===== config.mk =====
export PLATFORM = sky130hd
export DESIGN_NAME = odtt_tracker
export DESIGN_NICKNAME = d
export VERILOG_FILES = /design/src/include/odtt_pkg.sv /design/src/logic/odtt_first.sv /design/src/logic/odtt_tracker.sv
export VERILOG_INCLUDE_DIRS = /design/src /design/src/include
export SDC_FILE = /design/constraint.sdc
export NUM_CORES = 2
export LEC_CHECK = 0
export BUFFER_PORTS_ARGS = -buffer_cell sky130_fd_sc_hd__buf_2
export CAP_MARGIN = 5
export CORE_ASPECT_RATIO = 2
export CORE_MARGIN = 2
export CORE_UTILIZATION = 40
export DETAILED_ROUTE_END_ITERATION = 16
export GPL_ROUTABILITY_DRIVEN = 1
export PLACE_DENSITY_LB_ADDON = 0.3
export SETUP_SLACK_MARGIN = 0.3
export SKIP_CTS_REPAIR_TIMING = 1
export SYNTH_ARGS = -nofsm -noshare
export SYNTH_HDL_FRONTEND = slang
export SYNTH_SLANG_ARGS = --single-unit

===== constraint.sdc =====
create_clock -name clk_sys_i -period 8.25 [get_ports clk_sys_i]
set_input_delay 0.825 -clock clk_sys_i [delete_from_list [all_inputs] [get_ports clk_sys_i]]
set_output_delay 0.825 -clock clk_sys_i [all_outputs]
set_load 0.1 [all_outputs]

===== src/include/odtt_consts.svh =====
// Constants for the outstanding transfer tracker: widths, codes, offsets and fields.
`ifndef ODTT_CONSTS_SVH
`define ODTT_CONSTS_SVH

// ************************************************************
// Field widths of the service parameters
// ************************************************************
`define ODTT_TAG_W    16
`define ODTT_RPID_W   32
`define ODTT_CHAN_W   16
`define ODTT_WORD_W   32
`define ODTT_LEN_W    8
`define ODTT_CTL_W    8
`define ODTT_RC_W     8
`define ODTT_UID_W    64

// ************************************************************
// Return codes
// ************************************************************
`define ODTT_RC_OK    8'h00
`define ODTT_RC_FAIL  8'hFE
`define ODTT_RC_INVAL 8'hFF

// ************************************************************
// Control parameter: sequence number bits that must stay zero
// ************************************************************
`define ODTT_CTL_FSN_MASK 8'h0F

// ************************************************************
// Register byte offsets
// ************************************************************
`define ODTT_ADDR_W      8
`define ODTT_REG_CMD     8'h00
`define ODTT_REG_TAG     8'h04
`define ODTT_REG_RPID    8'h08
`define ODTT_REG_CHAN    8'h0C
`define ODTT_REG_XID     8'h10
`define ODTT_REG_FLAGS   8'h14
`define ODTT_REG_OFFSET  8'h18
`define ODTT_REG_COUNT   8'h1C
`define ODTT_REG_START   8'h20
`define ODTT_REG_THRESH  8'h24
`define ODTT_REG_AVAIL   8'h28
`define ODTT_REG_CTLP    8'h2C
`define ODTT_REG_LEN     8'h30
`define ODTT_REG_MSGW1   8'h34
`define ODTT_REG_STATUS  8'h38
`define ODTT_REG_FIRST   8'h3C
`define ODTT_REG_PLACE   8'h40
`define ODTT_REG_MSGOUT  8'h44
`define ODTT_REG_CMPTAG  8'h48
`define ODTT_REG_CMPRPID 8'h4C

// ************************************************************
// Flag and status bit positions
// ************************************************************
`define ODTT_FLAGS_W     4
`define ODTT_FLG_INORDER 0
`define ODTT_FLG_REPLACE 1
`define ODTT_FLG_FAILED  2
`define ODTT_FLG_LAST    3
`define ODTT_ST_THR      8
`define ODTT_ST_USED_LSB 16
`define ODTT_CMD_W       3

// ************************************************************
// Table sizes
// ************************************************************
`define ODTT_ENTRIES 4
`define ODTT_SLOTS   2
`define ODTT_XID_W   8

`endif


===== src/include/odtt_pkg.sv =====
// Types shared by the outstanding transfer tracker.
`default_nettype none
package odtt_pkg;

   // Bus slave state, Gray coded along idle, read wait, read data.
   typedef enum logic [1:0] {
      ODTT_IDLE  = 2'b00,
      ODTT_RWAIT = 2'b01,
      ODTT_RDATA = 2'b11,
      ODTT_WDATA = 2'b10
   } odtt_ahb_e;

   // Commands written to the command register.
   typedef enum logic [2:0] {
      ODTT_CMD_NONE     = 3'h0,
      ODTT_CMD_START_RD = 3'h1,
      ODTT_CMD_START_WR = 3'h2,
      ODTT_CMD_CHAN_ADD = 3'h3,
      ODTT_CMD_CHAN_END = 3'h4,
      ODTT_CMD_DRDY     = 3'h5,
      ODTT_CMD_REPLY    = 3'h6
   } odtt_cmd_e;

endpackage
`default_nettype wire


===== src/logic/odtt_first.sv =====
// Lowest-index finder over a vector of hit bits.
`timescale 1ns/1ps
`default_nettype none

module odtt_first #(
   parameter int N  = 4,
   parameter int IW = (N > 1) ? $clog2(N) : 1
) (
   // Candidates
   input  wire logic [N-1:0]  hit_i,
   // Result
   output logic               found_o,
   output logic [IW-1:0]      idx_o
);

   always_comb begin
      found_o = 1'b0;
      idx_o   = '0;
      for (int i = N - 1; i >= 0; i--) begin
         if (hit_i[i]) begin
            found_o = 1'b1;
            idx_o   = IW'(i);
         end
      end
   end

endmodule
`default_nettype wire


===== src/logic/odtt_tracker.sv =====
// Target-side outstanding transfer table behind an AHB-Lite register slave.
`timescale 1ns/1ps
`default_nettype none
`include "odtt_consts.svh"

// Overview of operation
// - Target read or write start allocates entry.
// - Completion frees the entry and signals done.
// - Tag stored unchanged, returned at completion.
// - Entry keeps chosen path id for completion.
// - Data replies checked against stored path id.
// - Channels added when ready, removed when done.
// - Channel completion searches table by channel.
// - Read data-ready adds a transfer identifier.
// - Identifier removed after final validated reply.
// - Only target keeps this table.
// - Return codes: 00 ok, FE fail, FF invalid.
// - Byte offset is four bytes.
// - Byte count four bytes, current portion only.
// - Control parameter sequence bits forced zero.
// - Message length is one byte.
// - Read channel value is two bytes.
// - Write channel value is two bytes.
// - Path id 4, tag 2, node id 8 bytes.
// - In-order flag selects offset placement.
// - Replace flag puts path id in bytes 4-7.
// - Start count sets first message byte count.
// - Threshold count triggers the next message.
module odtt_tracker
   import odtt_pkg::*;
#(
   parameter int NE = `ODTT_ENTRIES,
   parameter int NS = `ODTT_SLOTS,
   parameter int XW = `ODTT_XID_W
) (
   // Clock and reset
   input  wire logic                    clk_sys_i,
   input  wire logic                    nrst_i,
   // AHB-Lite slave
   input  wire logic                    hsel_i,
   input  wire logic [31:0]             haddr_i,
   input  wire logic [1:0]              htrans_i,
   input  wire logic                    hwrite_i,
   input  wire logic [2:0]              hsize_i,
   input  wire logic [31:0]             hwdata_i,
   input  wire logic                    hready_i,
   output logic      [31:0]             hrdata_o,
   output logic                         hreadyout_o,
   output logic                         hresp_o,
   // Completion indication toward the protocol layer
   output logic                         cmp_valid_o,
   output logic      [`ODTT_TAG_W-1:0]  cmp_tag_o,
   output logic      [`ODTT_RPID_W-1:0] cmp_rpid_o,
   output logic      [`ODTT_RC_W-1:0]   cmp_code_o
);

   localparam int EW = (NE > 1) ? $clog2(NE) : 1;
   localparam int SW = (NS > 1) ? $clog2(NS) : 1;

   // ************************************************************
   // State
   // ************************************************************
   typedef struct packed {
      odtt_ahb_e                                 st;
      logic                                      hready;
      logic [31:0]                               hrdata;
      logic [`ODTT_ADDR_W-1:0]                   addr;
      logic [NE-1:0]                             v;
      logic [NE-1:0]                             rd;
      logic [NE-1:0][`ODTT_TAG_W-1:0]            tag;
      logic [NE-1:0][`ODTT_RPID_W-1:0]           rpid;
      logic [NE-1:0][NS-1:0]                     chv;
      logic [NE-1:0][NS-1:0][`ODTT_CHAN_W-1:0]   ch;
      logic [NE-1:0][NS-1:0]                     xv;
      logic [NE-1:0][NS-1:0][XW-1:0]             xid;
      logic [`ODTT_TAG_W-1:0]                    a_tag;
      logic [`ODTT_RPID_W-1:0]                   a_rpid;
      logic [`ODTT_CHAN_W-1:0]                   a_ch;
      logic [XW-1:0]                             a_xid;
      logic [`ODTT_FLAGS_W-1:0]                  a_flg;
      logic [`ODTT_WORD_W-1:0]                   a_off;
      logic [`ODTT_WORD_W-1:0]                   a_cnt;
      logic [`ODTT_WORD_W-1:0]                   a_start;
      logic [`ODTT_WORD_W-1:0]                   a_thr;
      logic [`ODTT_WORD_W-1:0]                   a_avail;
      logic [`ODTT_CTL_W-1:0]                    a_ctl;
      logic [`ODTT_LEN_W-1:0]                    a_len;
      logic [`ODTT_WORD_W-1:0]                   a_msgw;
      logic [`ODTT_RC_W-1:0]                     rc;
      logic [`ODTT_WORD_W-1:0]                   first;
      logic [`ODTT_WORD_W-1:0]                   arrive;
      logic                                      cmp_v;
      logic [`ODTT_TAG_W-1:0]                    cmp_tag;
      logic [`ODTT_RPID_W-1:0]                   cmp_rpid;
      logic [`ODTT_RC_W-1:0]                     cmp_rc;
   } odtt_state_s;

   odtt_state_s q;
   odtt_state_s d;

   // ************************************************************
   // Table searches
   // ************************************************************
   logic [NE-1:0] free_hit_v;
   logic [NE-1:0] tag_hit_v;
   logic [NE-1:0] ch_hit_v;
   logic          free_hit;
   logic          tag_hit;
   logic          ch_hit;
   logic [EW-1:0] free_idx;
   logic [EW-1:0] tag_idx;
   logic [EW-1:0] ch_idx;

   function automatic logic [SW:0] slot_find(input logic [NS-1:0] hit);
      slot_find = '0;
      for (int i = NS - 1; i >= 0; i--) begin
         if (hit[i]) begin
            slot_find = {1'b1, SW'(i)};
         end
      end
   endfunction

   always_comb begin
      for (int e = 0; e < NE; e++) begin
         free_hit_v[e] = !q.v[e];
         tag_hit_v[e]  = q.v[e] && (q.tag[e] == q.a_tag);
         ch_hit_v[e]   = 1'b0;
         for (int s = 0; s < NS; s++) begin
            if (q.v[e] && q.chv[e][s] && (q.ch[e][s] == q.a_ch)) begin
               ch_hit_v[e] = 1'b1;
            end
         end
      end
   end

   odtt_first #(.N(NE), .IW(EW)) u_free (.hit_i(free_hit_v), .found_o(free_hit), .idx_o(free_idx));
   odtt_first #(.N(NE), .IW(EW)) u_tag  (.hit_i(tag_hit_v),  .found_o(tag_hit),  .idx_o(tag_idx));
   odtt_first #(.N(NE), .IW(EW)) u_chan (.hit_i(ch_hit_v),   .found_o(ch_hit),   .idx_o(ch_idx));

   // ************************************************************
   // Next state
   // ************************************************************
   logic          acc;
   logic          wr_commit;
   logic [SW:0]   slot;
   logic [NS-1:0] mhit;
   odtt_cmd_e     cmd;

   assign acc       = hsel_i && htrans_i[1] && hready_i;
   assign wr_commit = (q.st == ODTT_WDATA);
   assign cmd       = odtt_cmd_e'(hwdata_i[`ODTT_CMD_W-1:0]);

   always_comb begin
      d       = q;
      d.cmp_v = 1'b0;
      slot    = '0;
      mhit    = '0;
      // Bus slave: reads take one wait state so a preceding write is always visible.
      case (q.st)
         ODTT_RWAIT: begin
            d.hready = 1'b1;
            d.st     = ODTT_RDATA;
            case (q.addr)
               `ODTT_REG_CMD:     d.hrdata = 32'(q.rc);
               `ODTT_REG_TAG:     d.hrdata = 32'(q.a_tag);
               `ODTT_REG_RPID:    d.hrdata = q.a_rpid;
               `ODTT_REG_CHAN:    d.hrdata = 32'(q.a_ch);
               `ODTT_REG_XID:     d.hrdata = 32'(q.a_xid);
               `ODTT_REG_FLAGS:   d.hrdata = 32'(q.a_flg);
               `ODTT_REG_OFFSET:  d.hrdata = q.a_off;
               `ODTT_REG_COUNT:   d.hrdata = q.a_cnt;
               `ODTT_REG_START:   d.hrdata = q.a_start;
               `ODTT_REG_THRESH:  d.hrdata = q.a_thr;
               `ODTT_REG_AVAIL:   d.hrdata = q.a_avail;
               `ODTT_REG_CTLP:    d.hrdata = 32'(q.a_ctl);
               `ODTT_REG_LEN:     d.hrdata = 32'(q.a_len);
               `ODTT_REG_MSGW1:   d.hrdata = q.a_msgw;
               `ODTT_REG_STATUS: begin
                  d.hrdata = 32'(q.rc);
                  d.hrdata[`ODTT_ST_THR] = (q.a_avail >= q.a_thr);
                  d.hrdata[`ODTT_ST_USED_LSB +: 8] = 8'($countones(q.v));
               end
               `ODTT_REG_FIRST:   d.hrdata = q.first;
               // In order: place by offset from buffer start; else at arrival point.
               `ODTT_REG_PLACE:   d.hrdata = q.a_flg[`ODTT_FLG_INORDER] ? q.a_off : q.arrive;
               `ODTT_REG_MSGOUT:  d.hrdata = q.a_flg[`ODTT_FLG_REPLACE] ? q.a_rpid : q.a_msgw;
               `ODTT_REG_CMPTAG:  d.hrdata = 32'(q.cmp_tag);
               `ODTT_REG_CMPRPID: d.hrdata = q.cmp_rpid;
               default:           d.hrdata = 32'h0000_0000;
            endcase
         end
         default: begin
            d.st     = ODTT_IDLE;
            d.hready = 1'b1;
            if (acc) begin
               d.addr = haddr_i[`ODTT_ADDR_W-1:0];
               if (hwrite_i) begin
                  d.st = ODTT_WDATA;
               end else begin
                  d.st     = ODTT_RWAIT;
                  d.hready = 1'b0;
               end
            end
         end
      endcase
      // Register writes and commands, committed at the end of the write data phase.
      if (wr_commit) begin
         case (q.addr)
            `ODTT_REG_TAG:    d.a_tag   = hwdata_i[`ODTT_TAG_W-1:0];
            `ODTT_REG_RPID:   d.a_rpid  = hwdata_i;
            `ODTT_REG_CHAN:   d.a_ch    = hwdata_i[`ODTT_CHAN_W-1:0];
            `ODTT_REG_XID:    d.a_xid   = hwdata_i[XW-1:0];
            `ODTT_REG_FLAGS:  d.a_flg   = hwdata_i[`ODTT_FLAGS_W-1:0];
            `ODTT_REG_OFFSET: d.a_off   = hwdata_i;
            `ODTT_REG_COUNT:  d.a_cnt   = hwdata_i;
            `ODTT_REG_START:  d.a_start = hwdata_i;
            `ODTT_REG_THRESH: d.a_thr   = hwdata_i;
            `ODTT_REG_AVAIL:  d.a_avail = hwdata_i;
            `ODTT_REG_CTLP:   d.a_ctl   = hwdata_i[`ODTT_CTL_W-1:0] & ~`ODTT_CTL_FSN_MASK;
            `ODTT_REG_LEN:    d.a_len   = hwdata_i[`ODTT_LEN_W-1:0];
            `ODTT_REG_MSGW1:  d.a_msgw  = hwdata_i;
            `ODTT_REG_CMD: begin
               d.rc = `ODTT_RC_INVAL;
               case (cmd)
                  ODTT_CMD_START_RD, ODTT_CMD_START_WR: begin
                     // The table lives only on this target side.
                     if (!free_hit) begin
                        d.rc = `ODTT_RC_FAIL;
                     end else begin
                        d.v[free_idx]    = 1'b1;
                        d.rd[free_idx]   = (cmd == ODTT_CMD_START_RD);
                        d.tag[free_idx]  = q.a_tag;
                        d.rpid[free_idx] = q.a_rpid;
                        d.chv[free_idx]  = '0;
                        d.xv[free_idx]   = '0;
                        d.first          = q.a_start;
                        d.arrive         = '0;
                        d.rc             = `ODTT_RC_OK;
                     end
                  end
                  ODTT_CMD_CHAN_ADD: begin
                     slot = slot_find(~q.chv[tag_idx]);
                     if (tag_hit && slot[SW]) begin
                        d.chv[tag_idx][slot[SW-1:0]] = 1'b1;
                        d.ch[tag_idx][slot[SW-1:0]]  = q.a_ch;
                        d.rc = `ODTT_RC_OK;
                     end
                  end
                  ODTT_CMD_CHAN_END: begin
                     for (int s = 0; s < NS; s++) begin
                        mhit[s] = q.chv[ch_idx][s] && (q.ch[ch_idx][s] == q.a_ch);
                     end
                     slot = slot_find(mhit);
                     if (ch_hit) begin
                        d.rc = `ODTT_RC_OK;
                        if ($countones(q.chv[ch_idx]) > 1) begin
                           d.chv[ch_idx][slot[SW-1:0]] = 1'b0;
                        end else begin
                           d.v[ch_idx]   = 1'b0;
                           d.chv[ch_idx] = '0;
                           d.xv[ch_idx]  = '0;
                           d.cmp_v       = 1'b1;
                           d.cmp_tag     = q.tag[ch_idx];
                           d.cmp_rpid    = q.rpid[ch_idx];
                           d.cmp_rc      = q.a_flg[`ODTT_FLG_FAILED] ? `ODTT_RC_FAIL : `ODTT_RC_OK;
                        end
                     end
                  end
                  ODTT_CMD_DRDY: begin
                     slot = slot_find(~q.xv[tag_idx]);
                     if (tag_hit && q.rd[tag_idx] && slot[SW]) begin
                        d.xv[tag_idx][slot[SW-1:0]]  = 1'b1;
                        d.xid[tag_idx][slot[SW-1:0]] = q.a_xid;
                        d.rc = `ODTT_RC_OK;
                     end
                  end
                  ODTT_CMD_REPLY: begin
                     for (int s = 0; s < NS; s++) begin
                        mhit[s] = q.xv[tag_idx][s] && (q.xid[tag_idx][s] == q.a_xid);
                     end
                     slot = slot_find(mhit);
                     if (tag_hit && (q.rpid[tag_idx] == q.a_rpid)) begin
                        d.rc     = `ODTT_RC_OK;
                        d.arrive = q.arrive + q.a_cnt;
                        if (q.a_flg[`ODTT_FLG_LAST] && slot[SW]) begin
                           d.xv[tag_idx][slot[SW-1:0]] = 1'b0;
                        end
                     end
                  end
                  default: d.rc = `ODTT_RC_INVAL;
               endcase
            end
            default: d.rc = q.rc;
         endcase
      end
   end

   // ************************************************************
   // Registers
   // ************************************************************
   always_ff @(posedge clk_sys_i or negedge nrst_i) begin
      if (!nrst_i) begin
         q        <= '0;
         q.st     <= ODTT_IDLE;
         q.hready <= 1'b1;
      end else begin
         q <= d;
      end
   end

   assign hrdata_o    = q.hrdata;
   assign hreadyout_o = q.hready;
   // Every transfer completes OKAY; unmapped reads return zero.
   assign hresp_o     = 1'b0;
   assign cmp_valid_o = q.cmp_v;
   assign cmp_tag_o   = q.cmp_tag;
   assign cmp_rpid_o  = q.cmp_rpid;
   assign cmp_code_o  = q.cmp_rc;

   // ************************************************************
   // Checks
   // ************************************************************
   logic cmd_fire;
   assign cmd_fire = wr_commit && (q.addr == `ODTT_REG_CMD);
endmodule
`default_nettype wire


# ---- Word-level counts from Yosys, hierarchy flattened
# Cells that the tools add are included.
dict set report op_classes {
  div 0
  eq_ne 51
  addsub 5
  n_lt_le_gt_ge 16
  muxes 148
  n_mul 0
  reduce_logical 67
  n_bitwise 19
  n_shift 0
}
# cell n
set ops {}
lappend ops {{32-bit case mux with 20 select lines} 1}
lappend ops {{32-bit 2-to-1 mux} 9}
lappend ops {{57-bit 2-to-1 mux} 5}
lappend ops {{128-bit bitwise mux} 2}
lappend ops {{16-bit equality test} 14}
lappend ops {{208-bit 2-to-1 mux} 1}
lappend ops {{32-bit binary-select mux with 2-bit select} 3}
lappend ops {{136-bit 2-to-1 mux} 1}
lappend ops {{64-bit bitwise mux} 2}
lappend ops {{32-bit demux with 2-bit select} 2}
lappend ops {{8-bit 2-to-1 mux} 14}
lappend ops {{16-bit 2-to-1 mux} 5}
lappend ops {{2-bit 2-to-1 mux} 37}
lappend ops {{72-bit 2-to-1 mux} 1}
lappend ops {{16-bit binary-select mux with 2-bit select} 2}
lappend ops {{16-bit demux with 2-bit select} 2}
lappend ops {{8-bit by 6-bit equality test with 1-bit output, second input constant} 8}
lappend ops {{32-bit case mux with 2 select lines} 1}
lappend ops {{8-bit bitwise AND} 6}
lappend ops {{8-bit case mux with 5 select lines} 1}
lappend ops {{1-bit logical AND} 38}
lappend ops {{1-bit 2-to-1 mux} 33}
lappend ops {{32-bit adder} 1}
lappend ops {{32-bit equality test} 1}
lappend ops {{49 further kinds} 116}
dict set report totals {
  romBits 0
  mem_count 0
  in_bits 74
  out_inout_bits 91
  elab_cells 364
  ramBits 0
  reg_bits 860
  latchBits 0
}

# ---- Longest topological paths before layout
dict set report depth {
  ltp_word 28
  ltp_mapped 19
  depth_no_buf 15
}

# ---- By module
# Synthesis repeated with hierarchy kept, for this count alone.
dict set report hier_totals {
  hier_cells 3563
  area_unflattened_um2 44310.0
}
# mod seq_area_each_um2 instances area_each_um2 cells_per_inst
set modules_own_cells {}
lappend modules_own_cells {odtt_tracker 21196.6 1 44204.9 3542}
lappend modules_own_cells {odtt_first 0.0 3 35.0 7}

# ---- Worst setup path after synthesis
# Ideal clock, no wire load.
dict set report synth_timing {
  kind {register to register}
  from {reg q[357] (netlist bit)}
  to {reg q[615] (netlist bit)}
  t_arrival_ns 4.397
  setup_time_ns 0.066
  stages_incl_launch_ff 17
  n_path_buf 3
  setup_slack_ns 3.786
  path_cell_list {dfrtp_1 buf_2 xor2_1 nor4b_1 nand4_1 o32ai_1 nor3b_2 buf_6 clkbuf_1 a22oi_1 o21ai_1 xor2_1 or4_1 or4_1 a2111oi_1 o211ai_1 nand2_1}
}
dict set report synth_between {
  elab_chain_len 28
  elab_cells_between_ends 68
}
# item line_no
set synth_lines {}
lappend synth_lines {{from (decl)} odtt_tracker.sv:98} ;# odtt_state_s q;
lappend synth_lines {{16-bit equality test} odtt_tracker.sv:129} ;# if (q.v[e] && q.chv[e][s] && (q.ch[e][s] == q.a_ch)) begin
lappend synth_lines {{1-bit logical AND} odtt_tracker.sv:129}
lappend synth_lines {{1-bit 2-to-1 mux (2 in series)} odtt_tracker.sv:129}
lappend synth_lines {{2-bit 2-to-1 mux (4 in series)} odtt_first.sv:20} ;# if (hit_i[i]) begin
lappend synth_lines {{32-bit binary-select mux with 2-bit select} odtt_tracker.sv:251} ;# mhit[s] = q.chv[ch_idx][s] && (q.ch[ch_idx][s] == q.a_ch);
lappend synth_lines {{32-bit 2-to-1 mux (implied by the code)} odtt_tracker.sv:251}
lappend synth_lines {{16-bit equality test} odtt_tracker.sv:251}
lappend synth_lines {{1-bit logical AND} odtt_tracker.sv:251}
lappend synth_lines {{[... 8 more ...]} -}
lappend synth_lines {{1-bit demux with 1-bit select} odtt_tracker.sv:257} ;# d.chv[ch_idx][slot[SW-1:0]] = 1'b0;
lappend synth_lines {{2-bit 2-to-1 mux (implied by the code)} odtt_tracker.sv:257}
lappend synth_lines {{2-bit demux with 2-bit select} odtt_tracker.sv:257}
lappend synth_lines {{8-bit NOT (no source line)} -}
lappend synth_lines {{8-bit bitwise AND (no source line)} -}
lappend synth_lines {{8-bit 2-to-1 mux} odtt_tracker.sv:256} ;# if ($countones(q.chv[ch_idx]) > 1) begin
lappend synth_lines {{8-bit 2-to-1 mux} odtt_tracker.sv:254} ;# if (ch_hit) begin
lappend synth_lines {{8-bit case mux with 3 select lines} odtt_tracker.sv:224} ;# case (cmd)
# Parallel ways exist; a longest one is shown, timed or not. The select of a mux whose other input is x is not followed.
# A chain may end at the register's enable or synchronous reset.

# ---- Worst setup path after layout
dict set report layout_timing {
  from {reg q[357] (netlist bit)}
  to {reg q[616] (netlist bit)}
}
# The elaborated chain is that of the path after synthesis.

==> out/metrics.yaml <==
outcome:
  status: "finished, final reports clean"
grt:
  first_global_vias: 36380
  grt_pass1_wl_um: 253600
  grt_util_all_layers_pct: 29.81
  grt_max_degree: 184
  gr-total-overflow: 0
  antenna_found_initial: 9
die:
  core_area_sq_um: 112300
  die_h_um: 480.0
  initial_utilization_pct: 40.34
  fp.dieW_um: 242.0
  ios: 165
  die_area_sq_um: 116200
  rows: 174
power_and_ir_drop:
  leakage_nw: 22.46
  power.density_nw_per_um2: 221.4
  peakVddDrop_v: 0.0001889
cts:
  clkSinkCount: 847
  cts-buffers-inserted: 81
  clockBufferDepth: 3
  path_clk_slew_ps: 70
  root_buffer: "clkbuf_16"
  cts_tree: "done"
  clock_latency_ps: 710
  htree_num_levels: 3
sta:
  fin_crit_ps: 6223
  post-route-period-util_pct: 75.43
  max_freq_ghz: 0.1607
  whs_ps: 126.5
  setup_violations: 0
  fin_ws_ps: 2027
  maxSlewHeadroom_pct: 18.93
  setup_tns_ps: 0
  clock-skew-final_ps: 36.28
  slew_viol_final: 0
  worst_pin_slew_ps: 1212
  rsz0062_at_grt: "false"
  hold_viol_final: 0
synth:
  yosys_register_bits: 847
  synth.area.mux_share_pct: 16.88
  syn_inst: 4160
  synthArstFlopShare_pct: 100.0
  synth_adder_area_share_pct: 1.910
  synth_top_family_by_area: "multiplexers"
  synthFlopType: "dfrtp_1"
  netlist_area_sq_um: 45320
  ys_warn_count: 0
  synth_edf_count: 0
  syn_area_per_cell_sq_um: 10.89
  synthXorXnorAreaFrac_pct: 5.546
  yosysUniqueCellTypes: 82
  synthSimpleGateAreaFrac_pct: 9.831
  synth_compound_area_share_pct: 14.19
  synth-seq-area-share_pct: 46.77
place:
  gp_congestion: 0.9686
  portBuffers: 134
  pre_cts_slack_ps: 2300
  hpwl_um: 121800
  dpl.cell_count: 5517
critical_path:
  required_ps: 8880
  critPathMaxFanout: 20
  worstSetupStartpointType: "flop"
  end_kind: "flop"
  crit_type: "reg -> reg"
  critical_path_arrival_ps: 6850
cells_and_area:
  syn2layout_area_growth_pct: 10.39
  nFillCells: 10690
  drive_gt1_share_pct: 26.86
  register_area_sq_um: 21200
  final_nets: 4246
  multi_input_area_sq_um: 22130
  finalNonFillerCells: 5674
drt:
  wl_per_cell_um: 31.00
  drc_errors: 0
  via_per_inst: 6.348
  ant_nets: 0
  dr_total_vias: 36020
  finalWirelength_um: 175900
  drtIter0Drc: 3870
  drtPass1Iterations: 8
hold_path:
  hold_class: "in -> async"
run:
  max_cap_viol_count: 0
## metrics by stage
stage | area (sq um) | power (W) | util (%)
after floorplan | 45330 | 0.006062 | -
after global placement | 47120 | 0.006894 | 41.94
after detailed placement | 47120 | 0.006931 | 41.94
after CTS | 50010 | 0.01109 | 44.52
after global routing | 50020 | 0.01144 | 44.52
final | 50030 | 0.01108 | 44.54
## routing by layer
metal  global-route usage (%)  vias up  share of wire [%]
met2                    50.63     1851                 49
met1                    32.26    18380                 35
met4                    25.27        0                9.8
met3                    5.352      613                6.6
li1                         -    15180                  -
met5                        0        -                  0
## final cells by class
cell class,instances,share of cell area [%]
Multi-Input combinational cell,2836,44.23
Timing Repair Buffer,249,3.161
Inverter,89,0.6677
Clock inverter,41,1.213
Sequential cell,847,42.37
Clock buffer,108,4.576
Antenna cell,8,0.04001
Tap cell,1496,3.741
## cell usage after synthesis, types with 10 or more instances
library cell / number / share of area (%)
and3_1: 21 / 0.29
buf_1: 45 / 0.37
a21oi_1: 122 / 1.3
nor3_1: 69 / 0.76
nand4_1: 64 / 0.88
o31ai_1: 11 / 0.18
a21boi_0: 48 / 0.80
a221oi_1: 49 / 0.95
and2_1: 17 / 0.23
mux2_2: 666 / 17
or4_1: 19 / 0.31
xor2_1: 140 / 2.7
nor4_1: 46 / 0.63
ha_1: 66 / 1.8
nand3_1: 127 / 1.4
mux2i_1: 15 / 0.33
nand2_1: 360 / 3.0
o22ai_1: 14 / 0.19
a31oi_1: 10 / 0.14
a311oi_1: 36 / 0.70
nand2b_1: 14 / 0.19
xnor2_1: 147 / 2.8
buf_2: 36 / 0.40
inv_1: 89 / 0.74
or2_2: 15 / 0.21
a22oi_1: 81 / 1.3
nor2_1: 99 / 0.82
a211oi_1: 20 / 0.33
o21ai_0: 179 / 2.0
dfrtp_1: 846 / 47
a222oi_1: 93 / 2.1
o2111ai_1: 44 / 0.85
o211ai_1: 10 / 0.17
a22o_1: 44 / 0.85
nand3b_1: 10 / 0.17
nor2b_1: 13 / 0.18
a21o_1: 47 / 0.78
or3_1: 14 / 0.19
a2111oi_0: 10 / 0.19
clkbuf_1: 214 / 1.8
buf_4: 90 / 1.5
## cells in the final DEF (no fill, tap or decap), types with 112 or more instances in the layout
| cell type | synthesis | final |
|---|---|---|
| dfrtp_1 | 846 | 846 |
| mux2_2 | 666 | 666 |
| nand2_1 | 360 | 354 |
| o21ai_0 | 179 | 179 |
| xnor2_1 | 147 | 147 |
| xor2_1 | 140 | 140 |
| buf_2 | 36 | 133 |
| nand3_1 | 127 | 126 |
| a21oi_1 | 122 | 122 |
| buf_4 | 90 | 112 |
## worst max-delay path: stages, from the launching register on
cell	delay, ps
dfrtp_1	1030
xor2_1	370
nor4b_1	380
nand4_1	230
o32ai_1	330
buf_4	240
nor3b_2	600
buf_4	390
a22o_1	180
a21oi_1	50
mux2i_1	200
or4_1	530
nand4bb_1	450
o2111a_1	460
o21bai_1	440
o311a_1	230
## cell families (layout without fill, tap and decap cells)
group / after synthesis / after routing
AOI/OAI and AO/OA: 883 / 883
xor gates and xnor gates: 287 / 287
adders and majority gates: 68 / 68
buffers and inverters: 478 / 487
DFF: 847 / 847
muxes: 681 / 681
other: 1 / 10
and+or+nand+nor: 915 / 915
## worst paths after layout
kind	to	start	slack (ps)	depth (start not counted)
worst max-delay path	q[616]$_DFFE_PN0P_	q[357]$_DFFE_PN0P_	2030	15
worst min-delay path	asynchronous set/reset pin	nrst_i	130	1
worst max register to register	q[616]$_DFFE_PN0P_	q[357]$_DFFE_PN0P_	2030	15
worst min register to register	hrdata_o[14]$_DFFE_PN0P_	hrdata_o[14]$_DFFE_PN0P_	470	2
max in group asynchronous	q[146]$_DFFE_PN0P_	nrst_i	6070	3
min in group clk_sys_i	hreadyout_o$_DFF_PN1_	hwrite_i	350	3
## where the power goes
| part | switching, W | internal, W | leakage (nW) |
|---|---|---|---|
| sequential | 0.000512 | 0.00448 | 11.1 |
| clock | 0.00179 | 0.00238 | 1.43 |
| combinational | 0.00119 | 0.000724 | 9.98 |
(Power assumes the default switching activity.)
